==> src/qpd_pkg.sv <==
// Package: command codes, field positions and reset values for the decoder
package qpd_pkg;

  // Channel count of the quad device
  localparam int NUM_CH = 4;

  // Command codes in bits 15:12 of a command word
  localparam logic [3:0] CMD_WR_WIPER = 4'h1;  // Serial data to wiper
  localparam logic [3:0] CMD_WR_INPUT = 4'h2;  // Serial data to input reg
  localparam logic [3:0] CMD_READ     = 4'h3;  // Readback
  localparam logic [3:0] CMD_COPY_IN  = 4'h6;  // Input register to wiper
  localparam logic [3:0] CMD_NVM_XFER = 4'h7;  // Wiper <-> stored value
  localparam logic [3:0] CMD_WR_NVM   = 4'h8;  // Serial data to stored
  localparam logic [3:0] CMD_SCALE    = 4'h9;  // Enter or leave top scale
  localparam logic [3:0] CMD_SW_RESET = 4'hB;  // Reload wipers from stored
  localparam logic [3:0] CMD_CTRL     = 4'hD;  // Load control register

  // Field positions inside a command word
  localparam int OPC_MSB  = 15;
  localparam int OPC_LSB  = 12;
  localparam int ADDR_BCAST_BIT = 11;  // broadcast_address_bit
  localparam int ADDR_RES_BIT   = 10;  // resistor_select_address_bit
  localparam int ADDR_CH_MSB    = 9;   // channel_select_high_bit
  localparam int ADDR_CH_LSB    = 8;   // channel_select_low_bit
  localparam int SCALE_TOP_BIT  = 7;   // Scale command acts only when set; data bit 0 then sets or clears top scale
  localparam int XFER_DIR_BIT   = 0;   // 1: wiper to stored, 0: reverse

  // Control register layout and reset value
  localparam int CTRL_W = 4;
  localparam int CTRL_WIPER_WE = 0;  // wiper_write_enable_bit
  localparam int CTRL_NVM_PE   = 1;  // nvm_program_enable_bit
  localparam int CTRL_GAIN     = 2;  // gain_mode_select_bit
  localparam int CTRL_BURST    = 3;  // burst_enable_bit
  localparam logic [CTRL_W-1:0] CTRL_RESET = 4'h3;

  // Readback selectors in data bits 1:0
  localparam logic [1:0] READ_INPUT = 2'h0;
  localparam logic [1:0] READ_NVM   = 2'h1;
  localparam logic [1:0] READ_CTRL  = 2'h2;
  localparam logic [1:0] READ_WIPER = 2'h3;

endpackage

==> src/qpd_addr_ctrl.sv <==
// Address decode, control register and tap decode of a quad potentiometer
//
// Overview of operation
// - Broadcast address bit set: command hits all four channels' input and wiper registers, not stored memory.
// - Top address bits zero: low two bits pick channel one to four.
// - Gain mode: resistor select bit picks A-to-wiper, else wiper-to-B.
// - Pot mode and stored memory: resistor select set has no target.
// - Write enable bit clear blocks input copy and top scale, and refuses serial wiper writes.
// - Write enable bit set allows serial wiper updates; resets to one.
// - Program enable bit gates every stored write; resets to one.
// - Gain mode select bit: zero potentiometer, one linear gain; resets zero.
// - Burst bit enables burst mode, resets zero, survives stop and restart.
// - Wiper code decodes to exactly one of 129 or 257 taps.
// - Pot mode: wiper-to-B rises with code, A-to-wiper is complementary.
// - Gain mode: A-to-wiper follows its own register, independent of B side.
// - Top scale selects a tap one step beyond full code.
// - Control command loads control bits from the four low data bits.
// - Burst: bytes after a command repeat it until the next start.
// - While protected, only stored-to-wiper copy and software reset may change a wiper.
`timescale 1ns/1ps

module qpd_addr_ctrl
  import qpd_pkg::*;
#(
  parameter int CODE_W = 8,                          // 7 or 8 bit variant
  parameter logic [CODE_W-1:0] NVM_INIT = 8'h80      // Stored value at reset
) (
  input  wire logic                        clk,         // 250 MHz clock
  input  wire logic                        reset,       // Sync, active high
  input  wire logic                        cmdValid,    // Command word strobe
  input  wire logic [15:0]                 cmdWord,     // Command word
  input  wire logic                        dataValid,   // Extra burst byte
  input  wire logic [7:0]                  dataByte,    // Burst data byte
  input  wire logic                        frameStart,  // Start or restart
  output logic                             readValid,   // Readback pulse
  output logic [7:0]                       readData,    // Readback value
  output logic [CTRL_W-1:0]                ctrlBits,    // Control register
  output logic [NUM_CH*(CODE_W+1)-1:0]     wbTap,       // Wiper-to-B taps
  output logic [NUM_CH*(CODE_W+1)-1:0]     awTap        // A-to-wiper steps
);

  localparam int TW = CODE_W + 1;
  localparam logic [TW-1:0] FULL_TAPS = {1'b1, {CODE_W{1'b0}}};

  ////////////////////////////////////////////////////////////////////////////
  // State
  logic [NUM_CH-1:0][CODE_W-1:0] inWb_q;     // Input registers, B side
  logic [NUM_CH-1:0][CODE_W-1:0] inAw_q;     // Input registers, A side
  logic [NUM_CH-1:0][CODE_W-1:0] wbWiper_q;  // Wiper registers, B side
  logic [NUM_CH-1:0][CODE_W-1:0] awWiper_q;  // Wiper registers, A side
  logic [NUM_CH-1:0][CODE_W-1:0] nvm_q;      // Stored wiper-to-B values
  logic [NUM_CH-1:0]             topScale_q; // Top scale per channel
  logic [CTRL_W-1:0]             ctrl_q;
  logic [7:0]                    heldCmd_q;  // Command and address byte
  logic                          burstActive_q;
  logic                          readValid_q;
  logic [7:0]                    readData_q;
  logic [NUM_CH-1:0][TW-1:0]     wbTap_q;
  logic [NUM_CH-1:0][TW-1:0]     awTap_q;

  ////////////////////////////////////////////////////////////////////////////
  // Command decode
  logic [15:0]       execWord;
  logic              exec;
  logic [3:0]        opc;
  logic              bcast;
  logic              resSel;
  logic [1:0]        chSel;
  logic [7:0]        data;
  logic [CODE_W-1:0] code;
  logic              wiperWe;
  logic              nvmPe;
  logic              gainMode;
  logic [NUM_CH-1:0] wbHit;
  logic [NUM_CH-1:0] awHit;
  logic [NUM_CH-1:0] nvmHit;

  // Burst bytes reuse the held command byte
  assign exec     = cmdValid | (dataValid & burstActive_q);
  assign execWord = cmdValid ? cmdWord : {heldCmd_q, dataByte};
  assign opc      = execWord[OPC_MSB:OPC_LSB];
  assign bcast    = execWord[ADDR_BCAST_BIT];
  assign resSel   = execWord[ADDR_RES_BIT];
  assign chSel    = execWord[ADDR_CH_MSB:ADDR_CH_LSB];
  assign data     = execWord[7:0];
  assign code     = data[CODE_W-1:0];
  assign wiperWe  = ctrl_q[CTRL_WIPER_WE];
  assign nvmPe    = ctrl_q[CTRL_NVM_PE];
  assign gainMode = ctrl_q[CTRL_GAIN];

  // Per-channel targets from the address field
  always_comb begin
    for (int i = 0; i < NUM_CH; i++) begin
      // Broadcast hits all, else channel number selects
      wbHit[i]  = exec & (bcast | (chSel == i[1:0] & ~resSel));
      // A side exists only in gain mode
      awHit[i]  = exec & gainMode
                & (bcast | (chSel == i[1:0] & resSel));
      // Stored memory: no broadcast, no A side
      nvmHit[i] = exec & ~bcast & ~resSel & (chSel == i[1:0]);
    end
  end

  ////////////////////////////////////////////////////////////////////////////
  // Input registers
  always_ff @(posedge clk) begin
    if (reset) begin
      inWb_q <= '0;
      inAw_q <= '0;
    end else if (opc == CMD_WR_INPUT) begin
      for (int i = 0; i < NUM_CH; i++) begin
        if (wbHit[i]) inWb_q[i] <= code;
        if (awHit[i]) inAw_q[i] <= code;
      end
    end
  end

  // Wiper registers: reset loads B side with stored values, A side with zero
  always_ff @(posedge clk) begin
    if (reset) begin
      wbWiper_q  <= {NUM_CH{NVM_INIT}};
      awWiper_q  <= '0;
      topScale_q <= '0;
    end else begin
      for (int i = 0; i < NUM_CH; i++) begin
        if (opc == CMD_WR_WIPER && wiperWe) begin
          if (wbHit[i]) wbWiper_q[i] <= code;
          if (wbHit[i]) topScale_q[i] <= 1'b0;
          if (awHit[i]) awWiper_q[i] <= code;
        end else if (opc == CMD_COPY_IN && wiperWe) begin
          if (wbHit[i]) wbWiper_q[i] <= inWb_q[i];
          if (wbHit[i]) topScale_q[i] <= 1'b0;
          if (awHit[i]) awWiper_q[i] <= inAw_q[i];
        end else if (opc == CMD_SCALE && wiperWe && wbHit[i]
                     && data[SCALE_TOP_BIT]) begin
          topScale_q[i] <= data[0];
        end else if (opc == CMD_NVM_XFER && nvmHit[i]
                     && !data[XFER_DIR_BIT]) begin
          wbWiper_q[i]  <= nvm_q[i];
          topScale_q[i] <= 1'b0;
        end else if (opc == CMD_SW_RESET && exec) begin
          wbWiper_q[i]  <= nvm_q[i];
          topScale_q[i] <= 1'b0;
        end
      end
    end
  end

  // Stored values, gated by program enable
  always_ff @(posedge clk) begin
    if (reset) begin
      nvm_q <= {NUM_CH{NVM_INIT}};
    end else if (nvmPe) begin
      for (int i = 0; i < NUM_CH; i++) begin
        if (opc == CMD_WR_NVM && nvmHit[i]) nvm_q[i] <= code;
        if (opc == CMD_NVM_XFER && nvmHit[i] && data[XFER_DIR_BIT])
          nvm_q[i] <= wbWiper_q[i];
      end
    end
  end

  ////////////////////////////////////////////////////////////////////////////
  // Control register
  always_ff @(posedge clk) begin
    if (reset) begin
      ctrl_q <= CTRL_RESET;
    end else if (exec && opc == CMD_CTRL) begin
      ctrl_q <= data[CTRL_W-1:0];
    end
  end

  // Burst tracking: a new start, or a command with the burst bit clear, ends it
  always_ff @(posedge clk) begin
    if (reset) begin
      heldCmd_q     <= 8'h00;
      burstActive_q <= 1'b0;
    end else if (cmdValid) begin
      heldCmd_q     <= cmdWord[15:8];
      burstActive_q <= ctrl_q[CTRL_BURST];
    end else if (frameStart) begin
      burstActive_q <= 1'b0;
    end
  end

  ////////////////////////////////////////////////////////////////////////////
  // Readback
  always_ff @(posedge clk) begin
    if (reset) begin
      readValid_q <= 1'b0;
      readData_q  <= 8'h00;
    end else begin
      readValid_q <= exec && opc == CMD_READ;
      if (exec && opc == CMD_READ) begin
        readData_q <= 8'h00;
        case (data[1:0])
          READ_INPUT: readData_q[CODE_W-1:0] <=
                        (resSel && gainMode) ? inAw_q[chSel] : inWb_q[chSel];
          READ_NVM:   readData_q[CODE_W-1:0] <= nvm_q[chSel];
          READ_CTRL:  readData_q[CTRL_W-1:0] <= ctrl_q;
          default:    readData_q[CODE_W-1:0] <=
                        (resSel && gainMode) ? awWiper_q[chSel]
                                             : wbWiper_q[chSel];
        endcase
      end
    end
  end

  ////////////////////////////////////////////////////////////////////////////
  // Tap decode per channel
  always_ff @(posedge clk) begin
    if (reset) begin
      wbTap_q <= '0;
      awTap_q <= '0;
    end else begin
      for (int i = 0; i < NUM_CH; i++) begin
        // One tap index per code, top scale one beyond
        wbTap_q[i] <= topScale_q[i] ? FULL_TAPS
                                    : {1'b0, wbWiper_q[i]};
        if (gainMode)
          awTap_q[i] <= {1'b0, awWiper_q[i]};
        else
          awTap_q[i] <= topScale_q[i] ? '0
                        : TW'(FULL_TAPS - {1'b0, wbWiper_q[i]});
      end
    end
  end

  // Outputs from flops
  assign readValid = readValid_q;
  assign readData  = readData_q;
  assign ctrlBits  = ctrl_q;
  assign wbTap     = wbTap_q;
  assign awTap     = awTap_q;

  ////////////////////////////////////////////////////////////////////////////
  // Checks
  a_bcast_all_wipers: assert property (
    @(posedge clk) disable iff (reset)
    exec && opc == CMD_WR_WIPER && bcast && wiperWe
    |=> wbWiper_q == {NUM_CH{$past(code)}})
    else $error("broadcast write missed a channel");

  a_chan_select: assert property (
    @(posedge clk) disable iff (reset)
    exec && opc == CMD_WR_INPUT && !bcast && !resSel
    |=> inWb_q[$past(chSel)] == $past(code))
    else $error("channel select wrote wrong input register");

  a_wiper_frozen: assert property (
    @(posedge clk) disable iff (reset)
    exec && !wiperWe && (opc == CMD_WR_WIPER || opc == CMD_COPY_IN)
    |=> $stable(wbWiper_q) && $stable(awWiper_q))
    else $error("protected wiper changed");

  a_nvm_gated: assert property (
    @(posedge clk) disable iff (reset)
    !nvmPe |=> $stable(nvm_q))
    else $error("stored value changed while disabled");

  a_ctrl_reset: assert property (
    @(posedge clk) reset |=> ctrl_q == CTRL_RESET)
    else $error("control register reset value wrong");

  a_ctrl_load: assert property (
    @(posedge clk) disable iff (reset)
    exec && opc == CMD_CTRL |=> ctrl_q == $past(data[CTRL_W-1:0]))
    else $error("control command not loaded");

  a_burst_holds: assert property (
    @(posedge clk) disable iff (reset)
    burstActive_q && !frameStart && !cmdValid |=> burstActive_q)
    else $error("burst ended without a start");

  a_no_target: assert property (
    @(posedge clk) disable iff (reset)
    exec && resSel && !bcast && !gainMode
    && (opc == CMD_WR_INPUT || opc == CMD_WR_NVM)
    |=> $stable(inWb_q) && $stable(inAw_q) && $stable(nvm_q))
    else $error("write without target changed a register");

  a_read_ctrl: assert property (
    @(posedge clk) disable iff (reset)
    exec && opc == CMD_READ && data[1:0] == READ_CTRL
    |=> readValid && readData == {4'h0, $past(ctrl_q)})
    else $error("control readback wrong");

  a_pot_complement: assert property (
    @(posedge clk) disable iff (reset)
    !reset && !gainMode && !topScale_q[0] ##1 !gainMode
    |-> TW'(wbTap_q[0] + awTap_q[0]) == FULL_TAPS)
    else $error("pot mode taps not complementary");

  a_burst_ctrl_kept: assert property (
    @(posedge clk) disable iff (reset)
    frameStart && !(exec && opc == CMD_CTRL)
    |=> $stable(ctrl_q))
    else $error("start changed the control register");

endmodule

==> config.mk <==
export PLATFORM = sky130hd
export DESIGN_NAME = qpd_addr_ctrl
export DESIGN_NICKNAME = d
export VERILOG_FILES = /design/src/qpd_pkg.sv /design/src/qpd_addr_ctrl.sv
export SDC_FILE = /design/constraint.sdc
export NUM_CORES = 1
export LEC_CHECK = 0
export CORE_UTILIZATION = 55
export DETAILED_ROUTE_END_ITERATION = 10
export DONT_BUFFER_PORTS = 1
export GPL_TIMING_DRIVEN = 1
export PLACE_DENSITY_LB_ADDON = 0.2
export SETUP_SLACK_MARGIN = 0.4
export SKIP_LAST_GASP = 1
export SLEW_MARGIN = 20
export SYNTH_ARGS = -nofsm -noshare
export SYNTH_HDL_FRONTEND = slang
export SYNTH_SLANG_ARGS = --single-unit
==> constraint.sdc <==
create_clock -name clk -period 7.6 [get_ports clk]
set_input_delay 2.28 -clock clk [delete_from_list [all_inputs] [get_ports clk]]
set_output_delay 2.28 -clock clk [all_outputs]
set_load 0.02 [all_outputs]
-- Word-level counts from Yosys, hierarchy flattened
Cells that the tools add are included.
Widths: inputs -> output; s select.
- register bits after elaboration: 258
- output and inout bits: 85
- add/sub/neg operators: 4
- magnitude comparators: 1
- eq/ne operators: 34
- muxes and demuxes: 102
- bitwise operators: 35
- reductions and logical operators: 76
- operators by type and width (kind ; count):
    $mux 8 ; 67
    $bmux 8 s2 ; 5
    $mux 9 ; 4
    $sub 9x8->9 const A ; 4
    $ne 2x2->1 const B ; 16
    $logic_and 1x1->1 ; 31
    $and 1x1->1 ; 24
    $pmux 4 s3 ; 2
    $reduce_and 2->1 ; 12
    $mux 1 ; 23
    $reduce_bool 5->1 ; 4
    $eq 4x4->1 const B ; 4
    $mux 16 ; 1
    $reduce_and 4->1 ; 4
    $reduce_bool 4->1 ; 4
    $reduce_and 3->1 ; 4
    $reduce_bool 2->1 ; 6
    $reduce_or 3->1 ; 4
    $ne 3x3->1 const B ; 3
    $or 1x1->1 ; 9
    $eq 4x2->1 const B ; 2
    $eq 4x3->1 const B ; 2
    $reduce_or 2->1 ; 4
    $eq 2x2->1 const B ; 3
    7 further kinds ; 10

-- Logic depth before layout (Yosys ltp)
- word-level depth: 11
- gate-level depth with buffers: 11

-- Worst setup path after synthesis
OpenSTA, ideal clock, no wires.
- path kind: in2reg
- start: input cmdValid
- end: register readData_q[3], in the netlist readData[3]
- arrival time: 4.252 ns
- required time: 7.468 ns
- setup slack: 3.217 ns
- stages: 7
- cells stage by stage: buf_6 -> buf_6 -> mux2i_2 -> buf_2 -> mux4_2 -> a221oi_1 -> a31oi_1
- word-level cells in the longest chain between the ends: 5
- elaborated cells on any way between the ends: 21
- those cells by class: 3 x eq/ne; 14 x mux; 1 x bitwise; 3 x reduce/logical
- RTL lines (element ; RTL line ; RTL):
    from (decl) ; qpd_addr_ctrl.sv:30 ; input wire logic cmdValid,
    $mux 16 ; qpd_addr_ctrl.sv:80 ; assign execWord = cmdValid ? cmdWord : {heldCmd_q, dataByte};
    $bmux 8 s2 (on tied branches) ; qpd_addr_ctrl.sv:202, qpd_addr_ctrl.sv:197, qpd_addr_ctrl.sv:201 ;
    $mux 8 (on tied branches) ; qpd_addr_ctrl.sv:202, qpd_addr_ctrl.sv:197, qpd_addr_ctrl.sv:201 ;
    $mux 8 (on tied branches) ; qpd_addr_ctrl.sv:201, qpd_addr_ctrl.sv:197 ;
    $pmux 4 s3 ; qpd_addr_ctrl.sv:195 ; case (data[1:0])
    to (signal, indexed assignment) ; qpd_addr_ctrl.sv:196 ; READ_INPUT: readData_q[CODE_W-1:0] <=
    to (signal, indexed assignment) ; qpd_addr_ctrl.sv:198 ; READ_NVM: readData_q[CODE_W-1:0] <= nvm_q[chSel];
    to (signal, indexed assignment) ; qpd_addr_ctrl.sv:200 ; default: readData_q[CODE_W-1:0] <=
    to (decl) ; qpd_addr_ctrl.sv:57 ; logic [7:0] readData_q;
Parallel ways exist; a longest one is shown, timed or not. The select of a mux whose other input is x is not followed.
A chain may end at the register's enable or synchronous reset.

-- Final worst setup path
- start: input cmdValid
- end: register wbWiper_q[7] in the netlist's numbering
- word-level cells in the longest chain between the ends: 11
- elaborated cells on any way between the ends: 35
- those cells by class: 8 x eq/ne; 6 x mux; 9 x bitwise; 12 x reduce/logical
- RTL lines (element ; RTL line ; RTL):
    $mux 16 ; qpd_addr_ctrl.sv:80 ;
    $not 1->1 ; qpd_addr_ctrl.sv:100 ; nvmHit[i] = exec & ~bcast & ~resSel & (chSel == i[1:0]);
    $and 1x1->1 (3 in series) ; qpd_addr_ctrl.sv:100 ;
    $logic_and 1x1->1 ; qpd_addr_ctrl.sv:137 ; end else if (opc == CMD_NVM_XFER && nvmHit[i]
    $logic_and 1x1->1 ; qpd_addr_ctrl.sv:138 ; && !data[XFER_DIR_BIT]) begin
    $mux 8 ; qpd_addr_ctrl.sv:137 ;
    $mux 8 ; qpd_addr_ctrl.sv:134 ; end else if (opc == CMD_SCALE && wiperWe && wbHit[i]
    $mux 8 ; qpd_addr_ctrl.sv:130 ; end else if (opc == CMD_COPY_IN && wiperWe) begin
    $mux 8 ; qpd_addr_ctrl.sv:126 ; if (opc == CMD_WR_WIPER && wiperWe) begin
    to (signal, indexed assignment) ; qpd_addr_ctrl.sv:127 ; if (wbHit[i]) wbWiper_q[i] <= code;
    to (signal, indexed assignment) ; qpd_addr_ctrl.sv:131 ; if (wbHit[i]) wbWiper_q[i] <= inWb_q[i];
    to (signal, indexed assignment) ; qpd_addr_ctrl.sv:139 ; wbWiper_q[i] <= nvm_q[i];
    to (decl) ; qpd_addr_ctrl.sv:49 ; logic [NUM_CH-1:0][CODE_W-1:0] wbWiper_q;
Parallel ways exist; a longest one is shown, timed or not. The select of a mux whose other input is x is not followed.

==> impl_metrics.py <==
metrics = {
    "job": {
        "drv_cap": 0,
    },
    "timing": {
        "timing.setup.tns_ps": 0,
        "drv_slew": 0,
        "hold_viol_final": 0,
        "max-slew-margin-rel_pct": 23.5,
        "finalClockSkew_ps": 13.5,
        "worstMarginPinSlew_ps": 1140,
        "setup_violations": 0,
        "layout_min_cycle_time_ps": 4720,
        "fin_ws_ps": 2880,
        "max_freq_mhz": 212,
        "final.period_utilization_pct": 62.1,
        "rsz0062_at_grt": "no",
        "holdWs_ps": 475,
    },
    "synth": {
        "ys_warn_count": 0,
        "synth-seq-cells": 258,
        "synth-edff-count": 0,
        "syn_area_um2": 11800,
        "ys.flop_type": "dfxtp_1",
        "synthCells": 1349,
        "async_flop_share_pct": 0,
        "synth_nets": 1382,
        "ys_seq_area_share_pct": 43.6,
        "avgSynthCellArea_um2": 8.78,
        "synth.distinct_cells": 74,
    },
    "final_layout": {
        "fin_cells": 1592,
        "postLayoutCoreUtil_pct": 60.7,
        "fill_cells": 1848,
        "syn_to_final_growth_pct": 8.05,
        "insertedDiodeCount": 0,
        "nets": 1332,
        "drive_gt1_share_pct": 9.57,
        "final_area_um2": 12800,
    },
    "die": {
        "core_area_um2": 21100,
        "die_w_um": 149,
        "start_util_pct": 56.2,
        "die-area_um2": 22100,
        "die_height_um": 149,
        "rows": 53,
        "num_io_pins": 114,
    },
    "status": {
        "status": "completed",
    },
    "cts": {
        "clock-sinks": 258,
        "hold_buffers": 0,
        "path_clk_slew_ps": 70,
        "cts_tree": "yes",
        "clock_latency_ps": 530,
        "numCtsBuffers": 27,
        "clock_path_buffers": 3,
        "post_cts_buffers": 0,
        "root_buffer": "clkbuf_16",
        "ctsResizeCount": 0,
        "htree_num_levels": 1,
    },
    "route": {
        "ant_nets": 0,
        "vias_per_cell": 7.07,
        "drtIter0Drc": 1844,
        "wl_per_cell_um": 29.1,
        "drc": 0,
        "vias": 11300,
        "routed_wirelength_um": 46300,
        "dr.pass1.iters": 6,
    },
    "critical_path": {
        "cp.required_ps": 8020,
        "worst_ep_arrival_time_ps": 5140,
        "crit_path_end_kind": "register",
        "rr_startpoint": "heldCmd_q[5]",
        "path_max_fanout": 43,
        "startpoint": "cmdValid",
        "start_kind": "primary input",
        "crit_type": "in2reg",
    },
    "global_route": {
        "grt.overflow.total": 0,
        "grt_antenna_before_repair": 2,
        "first_global_vias": 10100,
        "grt_max_degree": 192,
        "gr-usage-all-layers_pct": 41.7,
        "grt_pass1_wl_um": 67500,
    },
    "placement": {
        "dp_slack_ps": 2480,
        "dp_cells": 1545,
        "numPortBuffers": 0,
        "place_congestion": 0.992,
        "dp_hpwl_um": 32700,
        "placed_cell_area_um2": 11900,
    },
    "power_and_ir_drop": {
        "power_frac_seq_pct": 47.8,
        "switchingPower_uw": 764,
        "comb_power_share_pct": 8.8,
        "finalPower_mw": 2.97,
        "intPower_mw": 2.21,
        "irDropWorstVdd_v": 0.000204,
        "p_sw_share_pct": 25.7,
        "cellPowerDensity_nw_per_um2": 232,
        "pwr-share-clk_pct": 43.3,
        "static-leakage-power_nw": 4.29,
    },
    "worst_hold_path": {
        "min-delay-path-class": "reg2reg",
        "min_from": "nvm_q[29]",
    },
}
==> state kept, by name, indices dropped and copies added, names as in the netlist, 8 cells and up <==
signal and cells:
inAw_q 32, inWb_q 32, wbWiper_q 32, wbTap 36
awTap 36, awWiper_q 32, readData 8, heldCmd_q 8
nvm_q 32
==> kinds of logic (layout without fill, tap and decap cells) <==
kind of cell               Yosys count  in the layout  synth area share (%)
muxes                               60             60                  6.93
adders and majority gates            4              4                 0.422
DFF                                258            258                  43.6
and+or+nand+nor                    450            450                  17.7
xor gates and xnor gates            16             16                  1.18
buffers and inverters              111             79                  4.12
AOI/OAI and AO/OA                  450            450                  26.0
==> layout by cell type, fill, tap and decap left out, types with 8 or more instances in the layout <==
| cell | count |
|---|---|
| and2_1 | 35 |
| xnor2_1 | 12 |
| a32o_1 | 8 |
| o22ai_1 | 15 |
| inv_1 | 11 |
| a21oi_1 | 117 |
| a31oi_1 | 23 |
| a211oi_1 | 75 |
| nor2_1 | 147 |
| mux2_2 | 19 |
| nand2_1 | 131 |
| nand2b_1 | 11 |
| mux4_2 | 13 |
| a22oi_1 | 13 |
| mux2i_1 | 22 |
| nor3_1 | 36 |
| a22o_1 | 23 |
| clkbuf_16 | 27 |
| dfxtp_1 | 258 |
| o21ai_0 | 47 |
| nor3b_1 | 8 |
| buf_4 | 21 |
| o211ai_1 | 59 |
| nand3_1 | 32 |
==> critical path, cell delays in order <==
cell,delay (ps)
mux2i_1,590
nor3_2,310
o21ai_1,950
o221a_2,630
a311oi_1,90
a211o_1,280
==> metal layers <==
metal | global-route usage [%] | part of all wire [%] | vias to the layer above | routed length (um)
met4 | 15.6 | 4.6 | 4 | 2150
li1 | - | - | 4909 | -
met1 | 57.9 | 39 | 5337 | 18200
met2 | 61.7 | 42 | 849 | 19500
met5 | 0 | 0.056 | - | 26
met3 | 11.1 | 14 | 160 | 6410
==> final timing paths <==
check / slack, ps / end / cells after the start
hold / removal: 470 / nvm_q[29] / 2
hold reg to reg: 470 / nvm_q[29] / 2
setup reg to reg: 4360 / wbWiper_q[7] / 6
setup / recovery: 2880 / wbWiper_q[7] / 6
==> area by class of cell <==
| cell class | count | area (um^2) | area share, % |
|---|---|---|---|
| multi-input combinational | 980 | 6240 | 48.7 |
| tap | 275 | 344 | 2.69 |
| sequential | 258 | 5160 | 40.3 |
| timing repair buffer | 21 | 158 | 1.23 |
| clock buffer | 41 | 798 | 6.24 |
| clock inverter | 6 | 57.6 | 0.450 |
| inverter | 11 | 41.3 | 0.323 |
==> synthesized netlist by cell type, drive strengths merged, types with 8 or more instances <==
cell | number | area [um^2]
a211oi | 79 | 613
a21oi | 117 | 586
a22o | 23 | 201
a22oi | 13 | 97.6
a31oi | 23 | 144
a32o | 8 | 80.1
and2 | 36 | 225
buf | 31 | 188
clkbuf | 69 | 259
dfxtp | 258 | 5160
inv | 11 | 41.3
mux2 | 20 | 229
mux2i | 27 | 299
mux4 | 13 | 293
nand2 | 131 | 492
nand2b | 11 | 68.8
nand3 | 33 | 170
nor2 | 151 | 579
nor3 | 41 | 230
nor3b | 8 | 60.1
o211ai | 60 | 455
o21ai | 49 | 245
o22ai | 15 | 93.8
o311ai | 8 | 70.1
xnor2 | 12 | 105
==> power groups by stage <==
stage	clock network, mW	logic (mW)	registers (mW)
floorplan	0	0.188	1.44
global placement	0	0.249	1.45
detailed placement	0	0.250	1.45
CTS	1.29	0.250	1.42
global route	1.35	0.272	1.42
finish	1.29	0.262	1.42
(Power assumes the default switching activity.)
